==> src/lvdc_pkg.sv <==
package lvdc_pkg;

   // Register byte addresses on the special-function register port.
   localparam logic [15:0] LVDC_ADDR_PORT_DIR = 16'hff2c;
   localparam logic [15:0] LVDC_ADDR_CONTROL  = 16'hffbe;
   localparam logic [15:0] LVDC_ADDR_LEVEL    = 16'hffbf;

   // Field positions inside the low_voltage_control register.
   localparam int LVDC_CTRL_ENABLE_BIT = 7;
   localparam int LVDC_CTRL_SOURCE_BIT = 2;
   localparam int LVDC_CTRL_MODE_BIT   = 1;
   localparam int LVDC_CTRL_FLAG_BIT   = 0;

   // Field widths of the level code and the port direction bits.
   localparam int LVDC_LEVEL_W = 4;
   localparam int LVDC_PORT_W  = 5;

   // Reset values of the three registers.
   localparam logic [7:0] LVDC_CONTROL_RESET  = 8'h00;
   localparam logic [7:0] LVDC_LEVEL_RESET    = 8'h00;
   localparam logic [7:0] LVDC_PORT_DIR_RESET = 8'hff;

   // Unimplemented upper direction bits always read as one.
   localparam logic [7:0] LVDC_PORT_DIR_FIXED = 8'he0;

   // Level code driven to the analog side when the pin is monitored.
   localparam logic [3:0] LVDC_LEVEL_UNUSED = 4'h0;

   // Detector sequencing states.
   typedef enum logic [1:0] {
      LVDC_OFF,
      LVDC_WATCH,
      LVDC_RESETTING
   } lvdc_state_type;

endpackage

==> src/lvdc_sfr_if.sv <==
`timescale 1ns/1ps
interface lvdc_sfr_if;
   import lvdc_pkg::*;

   // Current register images, as software would read them.
   logic [7:0] control_q;
   logic [7:0] level_q;
   logic [7:0] port_dir_q;

   // Decoded write strobes and the byte to store.
   logic       wr_control;
   logic       wr_level;
   logic       wr_port_dir;
   logic [7:0] wr_value;

   modport decoder (
      input  control_q,
      input  level_q,
      input  port_dir_q,
      output wr_control,
      output wr_level,
      output wr_port_dir,
      output wr_value
   );

   modport core (
      output control_q,
      output level_q,
      output port_dir_q,
      input  wr_control,
      input  wr_level,
      input  wr_port_dir,
      input  wr_value
   );
endinterface

==> src/lvdc_core.sv <==
`timescale 1ns/1ps
// Contract
// - Enable bit starts comparison when one, stops all detection when zero.
// - Source bit picks supply comparison at zero, external pin at one.
// - Action bit picks interrupt at zero, internal reset at one.
// - Flag reads one only while enabled and monitored voltage is below.
// - Flag bit is read-only; the other implemented control bits are writable.
// - Enable, source and action bits survive only a detector reset.
// - Enabled in interrupt mode, the flag value is the interrupt request.
// - Any reset loads the control register with zero, minus retention.
// - Level register holds a four-bit threshold code, reset to zero.
// - With the pin monitored the threshold is fixed; level code ignored.
// - Five port direction bits, one means input; reset loads all ones.
// - Reset mode holds internal reset while below, releases when above.
// - Setting the action bit while above threshold causes no reset.
// - In interrupt mode a below level may interrupt right after enabling.
// - Detector reset sets the source flag; any reset sets the mask.
module lvdc_core
   import lvdc_pkg::*;
(
   // Clock and power-on or pin reset.
   input  wire logic        ref_clk,
   input  wire logic        rst,

   // Special-function register port.
   input  wire logic [15:0] sfr_addr,
   input  wire logic        sfr_wr,
   input  wire logic        sfr_rd,
   input  wire logic        sfr_bit_op,
   input  wire logic [2:0]  sfr_bit_sel,
   input  wire logic [7:0]  sfr_wdata,
   output logic      [7:0]  sfr_rdata,

   // Reset controller side.
   input  wire logic        other_reset,
   input  wire logic        reset_source_clear,
   output logic             detector_reset,
   output logic             detector_reset_source_flag,
   output logic             detector_irq_mask_set,

   // Interrupt controller side.
   output logic             detector_irq,

   // Analog comparator side.
   input  wire logic        comparator_below,
   output logic             comparator_enable,
   output logic             compare_external,
   output logic [3:0]       comparator_level_code,

   // Port buffer control.
   output logic [4:0]       port_pin_direction
);

   // All state of the detector control.
   typedef struct packed {
      logic                    detector_enable;
      logic                    source_select;
      logic                    action_mode;
      logic [LVDC_LEVEL_W-1:0] level_code;
      logic [LVDC_PORT_W-1:0]  port_dir;
      logic                    flag;
      logic                    irq;
      logic                    src_flag;
      logic                    mask_set;
      lvdc_state_type          state;
   } lvdc_core_state_type;

   // Reset image; the control, level and direction registers follow the package.
   localparam lvdc_core_state_type LVDC_CORE_RESET = '{
      detector_enable: LVDC_CONTROL_RESET[LVDC_CTRL_ENABLE_BIT],
      source_select:   LVDC_CONTROL_RESET[LVDC_CTRL_SOURCE_BIT],
      action_mode:     LVDC_CONTROL_RESET[LVDC_CTRL_MODE_BIT],
      level_code:      LVDC_LEVEL_RESET[LVDC_LEVEL_W-1:0],
      port_dir:        LVDC_PORT_DIR_RESET[LVDC_PORT_W-1:0],
      flag:            1'b0,
      irq:             1'b0,
      src_flag:        1'b0,
      mask_set:        1'b1,
      state:           LVDC_OFF
   };

   lvdc_core_state_type q;
   lvdc_core_state_type next_q;
   logic                below_sync;
   logic [7:0]          control_image;
   logic                below_now;

   lvdc_sfr_if regs ();

   // Comparator output is brought onto the clock by two flip-flops.
   lvdc_sync u_below_sync (
      .ref_clk  (ref_clk),
      .rst      (rst),
      .async_in (comparator_below),
      .sync_out (below_sync)
   );

   // Address decode, bit-write merging and registered read data.
   lvdc_sfr_access u_access (
      .ref_clk     (ref_clk),
      .rst         (rst),
      .sfr_addr    (sfr_addr),
      .sfr_wr      (sfr_wr),
      .sfr_rd      (sfr_rd),
      .sfr_bit_op  (sfr_bit_op),
      .sfr_bit_sel (sfr_bit_sel),
      .sfr_wdata   (sfr_wdata),
      .sfr_rdata   (sfr_rdata),
      .regs        (regs)
   );

   // Control image with reserved bits at zero and the live flag at bit 0.
   always_comb begin
      control_image                       = 8'h00;
      control_image[LVDC_CTRL_ENABLE_BIT] = q.detector_enable;
      control_image[LVDC_CTRL_SOURCE_BIT] = q.source_select;
      control_image[LVDC_CTRL_MODE_BIT]   = q.action_mode;
      control_image[LVDC_CTRL_FLAG_BIT]   = q.flag;
   end

   // Images offered to the decoder for reads and single-bit merges.
   assign regs.control_q  = control_image;
   assign regs.level_q    = {{(8-LVDC_LEVEL_W){1'b0}}, q.level_code};
   assign regs.port_dir_q = LVDC_PORT_DIR_FIXED |
                            {{(8-LVDC_PORT_W){1'b0}}, q.port_dir};

   // Whichever source is routed, the analog side reports one below level.
   // The synchronised value only counts while the detector is running.
   assign below_now = q.detector_enable & below_sync;

   // Next-state logic for registers, flag, request lines and sequencing.
   always_comb begin
      next_q = q;

      // Software writes; the flag and reserved bits are not stored.
      if (regs.wr_control) begin
         next_q.detector_enable =
            regs.wr_value[LVDC_CTRL_ENABLE_BIT];
         next_q.source_select =
            regs.wr_value[LVDC_CTRL_SOURCE_BIT];
         next_q.action_mode =
            regs.wr_value[LVDC_CTRL_MODE_BIT];
      end
      if (regs.wr_level) begin
         next_q.level_code = regs.wr_value[LVDC_LEVEL_W-1:0];
      end
      if (regs.wr_port_dir) begin
         next_q.port_dir = regs.wr_value[LVDC_PORT_W-1:0];
      end

      // Live flag; it falls to zero on the edge after the detector is disabled.
      next_q.flag = below_now;

      // Sequencing: a reset is raised only by a below level seen in
      // reset mode, so arming while above threshold does nothing.
      case (q.state)
         LVDC_OFF: begin
            if (q.detector_enable) begin
               next_q.state = LVDC_WATCH;
            end
         end
         LVDC_WATCH: begin
            if (!q.detector_enable) begin
               next_q.state = LVDC_OFF;
            end else if (q.action_mode && below_now) begin
               next_q.state = LVDC_RESETTING;
            end
         end
         LVDC_RESETTING: begin
            if (!below_now || !q.action_mode) begin
               next_q.state = q.detector_enable ? LVDC_WATCH
                                                : LVDC_OFF;
            end
         end
         default: begin
            next_q.state = LVDC_OFF;
         end
      endcase

      // Interrupt request mirrors the flag in interrupt mode, at once
      // after enabling if the level is already below.
      next_q.irq = below_now & ~q.action_mode;

      // While this detector holds the chip in reset, the control bits
      // keep their values and the other registers take reset values.
      if (q.state == LVDC_RESETTING) begin
         next_q.detector_enable = q.detector_enable;
         next_q.source_select   = q.source_select;
         next_q.action_mode     = q.action_mode;
         next_q.level_code      = LVDC_LEVEL_RESET[LVDC_LEVEL_W-1:0];
         next_q.port_dir        = LVDC_PORT_DIR_RESET[LVDC_PORT_W-1:0];
         next_q.irq             = 1'b0;
      end

      // Any other reset clears the control bits too.
      if (other_reset) begin
         next_q.detector_enable = LVDC_CONTROL_RESET[LVDC_CTRL_ENABLE_BIT];
         next_q.source_select   = LVDC_CONTROL_RESET[LVDC_CTRL_SOURCE_BIT];
         next_q.action_mode     = LVDC_CONTROL_RESET[LVDC_CTRL_MODE_BIT];
         next_q.level_code      = LVDC_LEVEL_RESET[LVDC_LEVEL_W-1:0];
         next_q.port_dir        = LVDC_PORT_DIR_RESET[LVDC_PORT_W-1:0];
         next_q.flag            = 1'b0;
         next_q.irq             = 1'b0;
         next_q.state           = LVDC_OFF;
      end

      // Reset-source flag: held across other resets, cleared by the
      // reset controller, and a detector reset wins over that clear.
      if (reset_source_clear) begin
         next_q.src_flag = 1'b0;
      end
      if (q.state == LVDC_RESETTING) begin
         next_q.src_flag = 1'b1;
      end

      // Interrupt mask is set by every kind of reset.
      next_q.mask_set = other_reset | (q.state == LVDC_RESETTING);
   end

   // One register stage for all state; power-on reset loads the image.
   always_ff @(posedge ref_clk or posedge rst) begin
      if (rst) begin
         q <= LVDC_CORE_RESET;
      end else begin
         q <= next_q;
      end
   end

   // Reset request is asserted exactly while the sequencer holds it.
   assign detector_reset             = (q.state == LVDC_RESETTING);
   assign detector_reset_source_flag = q.src_flag;
   assign detector_irq_mask_set      = q.mask_set;
   assign detector_irq               = q.irq;

   // Analog controls; the pin source uses the fixed reference.
   assign comparator_enable     = q.detector_enable;
   assign compare_external      = q.source_select;
   assign comparator_level_code = q.source_select ? LVDC_LEVEL_UNUSED
                                                  : q.level_code;

   // Direction bits: one is input with buffer off.
   assign port_pin_direction = q.port_dir;

endmodule // lvdc_core

==> src/lvdc_sync.sv <==
`timescale 1ns/1ps
module lvdc_sync
   import lvdc_pkg::*;
(
   // Clock and reset.
   input  wire logic ref_clk,
   input  wire logic rst,
   // Asynchronous level in, synchronised level out.
   input  wire logic async_in,
   output logic      sync_out
);

   typedef struct packed {
      logic stage1;
      logic stage2;
   } lvdc_sync_state_type;

   lvdc_sync_state_type q;
   lvdc_sync_state_type next_q;

   // The first stage feeds only the second stage.
   always_comb begin
      next_q.stage1 = async_in;
      next_q.stage2 = q.stage1;
   end

   always_ff @(posedge ref_clk or posedge rst) begin
      if (rst) begin
         q <= '0;
      end else begin
         q <= next_q;
      end
   end

   assign sync_out = q.stage2;

endmodule // lvdc_sync

==> src/lvdc_sfr_access.sv <==
`timescale 1ns/1ps
module lvdc_sfr_access
   import lvdc_pkg::*;
(
   // Clock and reset.
   input  wire logic  ref_clk,
   input  wire logic  rst,
   // Special-function register port.
   input  wire logic [15:0] sfr_addr,
   input  wire logic        sfr_wr,
   input  wire logic        sfr_rd,
   input  wire logic        sfr_bit_op,
   input  wire logic [2:0]  sfr_bit_sel,
   input  wire logic [7:0]  sfr_wdata,
   output logic      [7:0]  sfr_rdata,
   // Register images and write strobes toward the core.
   lvdc_sfr_if.decoder      regs
);

   typedef struct packed {
      logic [7:0] rdata;
   } lvdc_acc_state_type;

   lvdc_acc_state_type q;
   lvdc_acc_state_type next_q;
   logic [7:0]         cur_value;

   // Address match, used for every register.
   function automatic logic addr_hit(input logic [15:0] a,
                                     input logic [15:0] target);
      return a == target;
   endfunction

   // A single-bit write changes one bit of the current image only.
   function automatic logic [7:0] merge(input logic [7:0] cur,
                                        input logic       bit_op,
                                        input logic [2:0] sel,
                                        input logic [7:0] wdata);
      logic [7:0] r;
      r = bit_op ? cur : wdata;
      if (bit_op) begin
         r[sel] = wdata[0];
      end
      return r;
   endfunction

   // Select the image of the addressed register; unmapped reads give zero.
   always_comb begin
      cur_value = 8'h00;
      if (addr_hit(sfr_addr, LVDC_ADDR_CONTROL)) begin
         cur_value = regs.control_q;
      end else if (addr_hit(sfr_addr, LVDC_ADDR_LEVEL)) begin
         cur_value = regs.level_q;
      end else if (addr_hit(sfr_addr, LVDC_ADDR_PORT_DIR)) begin
         cur_value = regs.port_dir_q;
      end
   end

   // Strobes and merged data for the core.
   assign regs.wr_control  = sfr_wr && addr_hit(sfr_addr, LVDC_ADDR_CONTROL);
   assign regs.wr_level    = sfr_wr && addr_hit(sfr_addr, LVDC_ADDR_LEVEL);
   assign regs.wr_port_dir = sfr_wr && addr_hit(sfr_addr, LVDC_ADDR_PORT_DIR);
   assign regs.wr_value    = merge(cur_value, sfr_bit_op, sfr_bit_sel,
                                   sfr_wdata);

   // Read data is captured one edge after the read strobe and held.
   always_comb begin
      next_q = q;
      if (sfr_rd) begin
         next_q.rdata = cur_value;
      end
   end

   always_ff @(posedge ref_clk or posedge rst) begin
      if (rst) begin
         q <= '0;
      end else begin
         q <= next_q;
      end
   end

   assign sfr_rdata = q.rdata;

endmodule // lvdc_sfr_access

==> config.mk <==
export PLATFORM = sky130hd
export DESIGN_NAME = lvdc_core
export DESIGN_NICKNAME = d
export VERILOG_FILES = /design/src/lvdc_pkg.sv /design/src/lvdc_sfr_if.sv /design/src/lvdc_core.sv /design/src/lvdc_sync.sv /design/src/lvdc_sfr_access.sv
export SDC_FILE = /design/constraint.sdc
export NUM_CORES = 1
export LEC_CHECK = 0
export ABC_AREA = 1
export BUFFER_PORTS_ARGS = -buffer_cell sky130_fd_sc_hd__buf_4
export CORE_MARGIN = 2
export CORE_UTILIZATION = 49
export CTS_CLUSTER_DIAMETER = 120
export DETAILED_ROUTE_END_ITERATION = 12
export GPL_TIMING_DRIVEN = 0
export PLACE_DENSITY = 0.89
export SYNTH_ARGS = -nofsm -noshare
export SYNTH_HDL_FRONTEND = slang
export SYNTH_SLANG_ARGS = --single-unit
==> constraint.sdc <==
create_clock -name ref_clk -period 1.4 [get_ports ref_clk]
set_input_delay 0.07 -clock ref_clk [delete_from_list [all_inputs] [get_ports ref_clk]]
set_output_delay 0.07 -clock ref_clk [all_outputs]
set_load 0.02 [all_outputs]
**Yosys cells after proc, flatten, opt, wreduce, memory -nomap -nowiden**

Index checks and enable logic that the tools add are counted.

- Register bits after elaboration: 28
- Input port bits: 35

- Eq/ne operators: 9
- Magnitude comparators: 2
- Bitwise operators: 4
- Multiplexer cells: 24
- Reduce and logical (&&, ||, !) cells: 15

Operator list:

| kind | number |
|---|---|
| $eq 16x16->1 const B | 3 |
| $mux 8 | 5 |
| $mux 14 | 1 |
| $mux 12 | 1 |
| $mux 2 | 5 |
| $bwmux 8 | 1 |
| $mux 4 | 2 |
| $pmux 2 s3 | 1 |
| $reduce_bool 3->1 | 2 |
| $logic_and 1x1->1 | 5 |
| $mux 1 | 5 |
| $mux 5 | 1 |
| $lt 3x4->1 const B | 1 |
| $ne 4x4->1 const B | 1 |
| $reduce_bool 2->1 | 2 |
| $demux 1 s3 | 1 |
| $ge 3x1->1 const B | 1 |
| $mux 3 | 1 |
| $ne 3x2->1 const B | 1 |
| $ne 3x3->1 const B | 1 |
| $reduce_and 3->1 | 1 |
| $and 1x1->1 | 2 |
| $eq 2x1->1 const B | 1 |
| $eq 2x2->1 const B | 1 |
| other kinds (7) | 8 |

**Depth between registers and ports, before layout**

- Depth in word-level cells: 10
- Depth in mapped cells: 11

**Cells and area by module**

A second synthesis with hierarchy kept.

- Cell total of the unflattened synthesis: 272
- Area, all modules: 1915.6 um^2

Modules (own cells, without submodules):

| module | area each (um^2) | times used | cells an instance | seq. area each (um^2) |
|---|---|---|---|---|
| lvdc_sfr_access | 997.2 | 1 | 170 | 200.2 |
| lvdc_core | 864.6 | 1 | 99 | 457.9 |
| lvdc_sync | 53.8 | 1 | 3 | 50.0 |

**Least setup slack after synthesis**

No wires, ideal clock.

- Kind: register to register
- From: register q[1] (netlist bit)
- To: register q[14] (netlist bit)
- Path slack: 0.188 ns
- Stages on the path, launching flop included: 8
- Data arrival time: 1.136 ns
- Clock period less this slack: 1.212 ns
- Setup time: 0.077 ns
- Buffers on the path: 0
- Cell sequence: dfrtp_1 nand2_1 inv_1 nor2_2 inv_2 nor2_1 nand3_1 o21ai_1

- Longest elaborated chain between the ends: 3
- Elaborated cells between the ends (all ways): 4
- Classes of those cells: 1 x eq/ne; 2 x mux; 1 x reduce/logical

RTL lines:

| item | RTL line | source |
|---|---|---|
| start, declared | lvdc_core.sv:82 | `lvdc_core_state_type q;` |
| start signal, assigned | lvdc_core.sv:225 | `q <= next_q;` |
| $eq 2x2->1 (*) | - |  |
| via detector_reset | lvdc_core.sv:37 | `output logic detector_reset,` |
| $mux 12 | lvdc_core.sv:186 | `if (q.state == LVDC_RESETTING) begin` |
| $mux 14 | lvdc_core.sv:196 | `if (other_reset) begin` |

Mark *: on every way through the listed nets, which the timed path passes. The rest lies on a longest branch. The select of a mux whose other input is x is not followed.
A chain may end at the register's enable or synchronous reset.

**Worst setup path in the final report**

- From: register q[0] (netlist bit)
- To: register q[11] (netlist bit)

- Longest elaborated chain between the ends: 3
- Elaborated cells between the ends (all ways): 4
- Classes of those cells: 1 x eq/ne; 2 x mux; 1 x reduce/logical

RTL lines:

| item | RTL line |
|---|---|
| $eq 2x2->1 (*) | lvdc_core.sv:186 |
| $mux 12 | lvdc_core.sv:186 |
| $mux 14 | lvdc_core.sv:196 |

Every way passes the cells marked *; elsewhere a longest branch is shown, timed or not. The select of a mux whose other input is x is not followed.

==> reports/metrics.yaml <==
seq_area_frac_synth_pct: 42.5
io_buffer_count: 55
clk_latency_ns: 0.31
start_util_pct: 52.2
grt_pass1_wl_microns: 6340
finalCriticalPeriod_ns: 1.24
hpwl_microns: 3110
boundaryPins: 58
whs_ns: -0.0388
synth_top_cell_area_share_pct: 32.7
synthesis.nets: 255
dr.pass1.iters: 4
drt-total-wl_microns: 3940
total_power_uw: 1400
yosys_warnings: 0
tightest_slew_ns: 0.969
crit_fanout: 4
drc_errors: 0
core_area_sq_um: 3080
postLayoutCoreUtil_pct: 70.3
hp-class: "input port to async pin"
die_area_sq_um: 3760
fp.dieW_microns: 61.3
cts_tree: "done"
synth_area_leaders: "dfrtp_1, nand2_1, dfstp_2, nor2_1, inv_1"
final_common_cell: "nand2_1"
status: "finished, violations left"
rsz0062_at_grt: "no"
critPathLaunchType: "flop"
layout_common_cells: "nand2_1, buf_4, nor2_1"
worst_ep_required_time_ns: 1.63
hold_violations: 21
synth.cell_area_sq_um: 1610
setup_tns_ns: 0
synth_top_area_cell: "dfrtp_1"
slew_viol_final: 0
leakagePower_uw: 0.00113
cts_sinks: 27
grt_pass1_vias: 1598
viasPerCell: 5.04
nFillCells: 268
gp_congestion: 0.837
ys_ff_latch: 27
rows: 20
cts_max_path_buffers: 2
vias: 1657
drive_above_1_share_pct: 34.4
grt-ovfl-total: 0
ir_drop_uv: 517
cts_buffers: 3
p_per_area_nw_per_um2: 645
grt_max_degree: 28
synth_area_per_cell_sq_um: 7.31
timing.fmax_mhz: 806
diodes: 0
drv_cap: 0
multi_input_area_sq_um: 782
antenna_found_initial: 0
fin_crit_sh_pct: 88.7
setup_viol: 0
path_clk_slew_ns: 0.14
violations: "negative hold slack"
syn_to_final_growth_pct: 34.6
path_class: "flop to flop"
max_slew_margin_pct: 35.3
drtIter0Drc: 91
crit_path_end_kind: "flop"
routedWlPerCell_microns: 12.0
ys_types: 27
fp.dieH_microns: 61.3
antenna_left: 0
fin_nets: 321
cts-htree-levels: 1
fin_skew_ns: 0.00411
grt_use_total_pct: 22.6
root_buffer: "clkbuf_4"
synth_cells: 220
arrival_ns: 1.47
regArea_sq_um: 683
cell usage after synthesis:
master and n:
nand2_1 65, nor2_1 25, inv_1 23, dfrtp_1 21, a21oi_1 16, nand3_1 13, nand4_1 7, buf_4 6
dfstp_2 6, inv_2 5, nand2_2 5, o21ai_1 5, nor2_2 4, o21ai_0 3, nand3_2 2, nor2_4 2
nor3_2 2, a22oi_1 1, a31oi_1 1, nand2_4 1, nor2_8 1, nor3_1 1, nor4_1 1, o2111ai_1 1
o41ai_1 1, or2_2 1, or2_4 1
cell families (layout without fill, tap and decap cells):
family | count (synthesis) | after routing | synth area share (%)
compound gates | 28 | 28 | 9.42
buf+inv | 34 | 99 | 9.34
flops | 27 | 27 | 42.5
simple gates | 131 | 131 | 38.8
per-layer routing:
metal	track usage, %	vias to the layer above	routed length, microns
li1	-	835	-
met1	27.2	760	1710
met2	41.0	60	1950
met3	3.78	2	256
met4	7.14	0	21
met5	0	-	0
layout make-up:
| class | count | area share, % |
|---|---|---|
| Multi-Input combinational cell | 159 | 36.1 |
| Sequential cell | 27 | 31.6 |
| Timing Repair Buffer | 61 | 21.6 |
| Inverter | 28 | 4.86 |
| Tap cell | 44 | 2.54 |
| Buffer | 6 | 2.08 |
| Clock buffer | 4 | 1.21 |
what timing repair did:
item / 4_1_cts / 5_1_grt
endpoints found under the setup margin: 1 / 2
endpoints found under the hold margin: 6 / 0
buffers inserted: 0 / 2
gates cloned: 0 / 0
pin swaps: 0 / 1
gates resized for setup: 1 / 2
hold buffers: 4 / 0
power by group:
part	leakage [uW]	total [uW]	switching [uW]	internal, uW
logic	0.000764	253	136	116
clock network	0.0000150	331	219	111
registers	0.000347	813	14.8	798
total	0.00113	1400	371	1030
worst max-delay path, cell delays in order, from the launching register on:
cell	delay [ns]
dfrtp_1	0.40
inv_1	0.07
nand2_1	0.10
inv_2	0.11
nor2_4	0.05
buf_4	0.13
nand2_1	0.13
inv_2	0.06
nand2_1	0.06
nand2_1	0.05
final timing paths:
kind	startpoint	to	slack, ns	depth (start not counted)
min in group ref_clk	sfr_bit_op	comparator_enable	0.05	4
min	rst	u_below_sync.next_q[0]	-0.04	2
max	q[0]	q[11]	0.16	9
max in group asynchronous	rst	u_access.sfr_rdata[2]	0.85	2
max reg2reg	q[0]	q[11]	0.16	9
min reg2reg	u_below_sync.next_q[0]	u_below_sync.sync_out	0.39	0
sequential cells by signal, summed over array words and instances (netlist names):
name / flops
u_below_sync.sync_out: 1
port_pin_direction: 5
u_access.sfr_rdata: 7
compare_external: 1
detector_reset_source_flag: 1
comparator_enable: 1
u_below_sync.next_q: 1
detector_irq: 1
control_image: 2
q: 6
detector_irq_mask_set: 1
metrics by stage:
step                std cells  worst slack [ns]  instance area, sq um  hold slack [ns]
floorplan                 220             0.188                  1610            0.101
global placement          319            0.0609                  2080            0.180
detailed placement        319            0.0284                  2080            0.185
CTS                       327            0.0767                  2150          0.00315
global route              329            0.0198                  2160           0.0246
finish                    329             0.159                  2160          -0.0388
(Power assumes the default switching activity.)
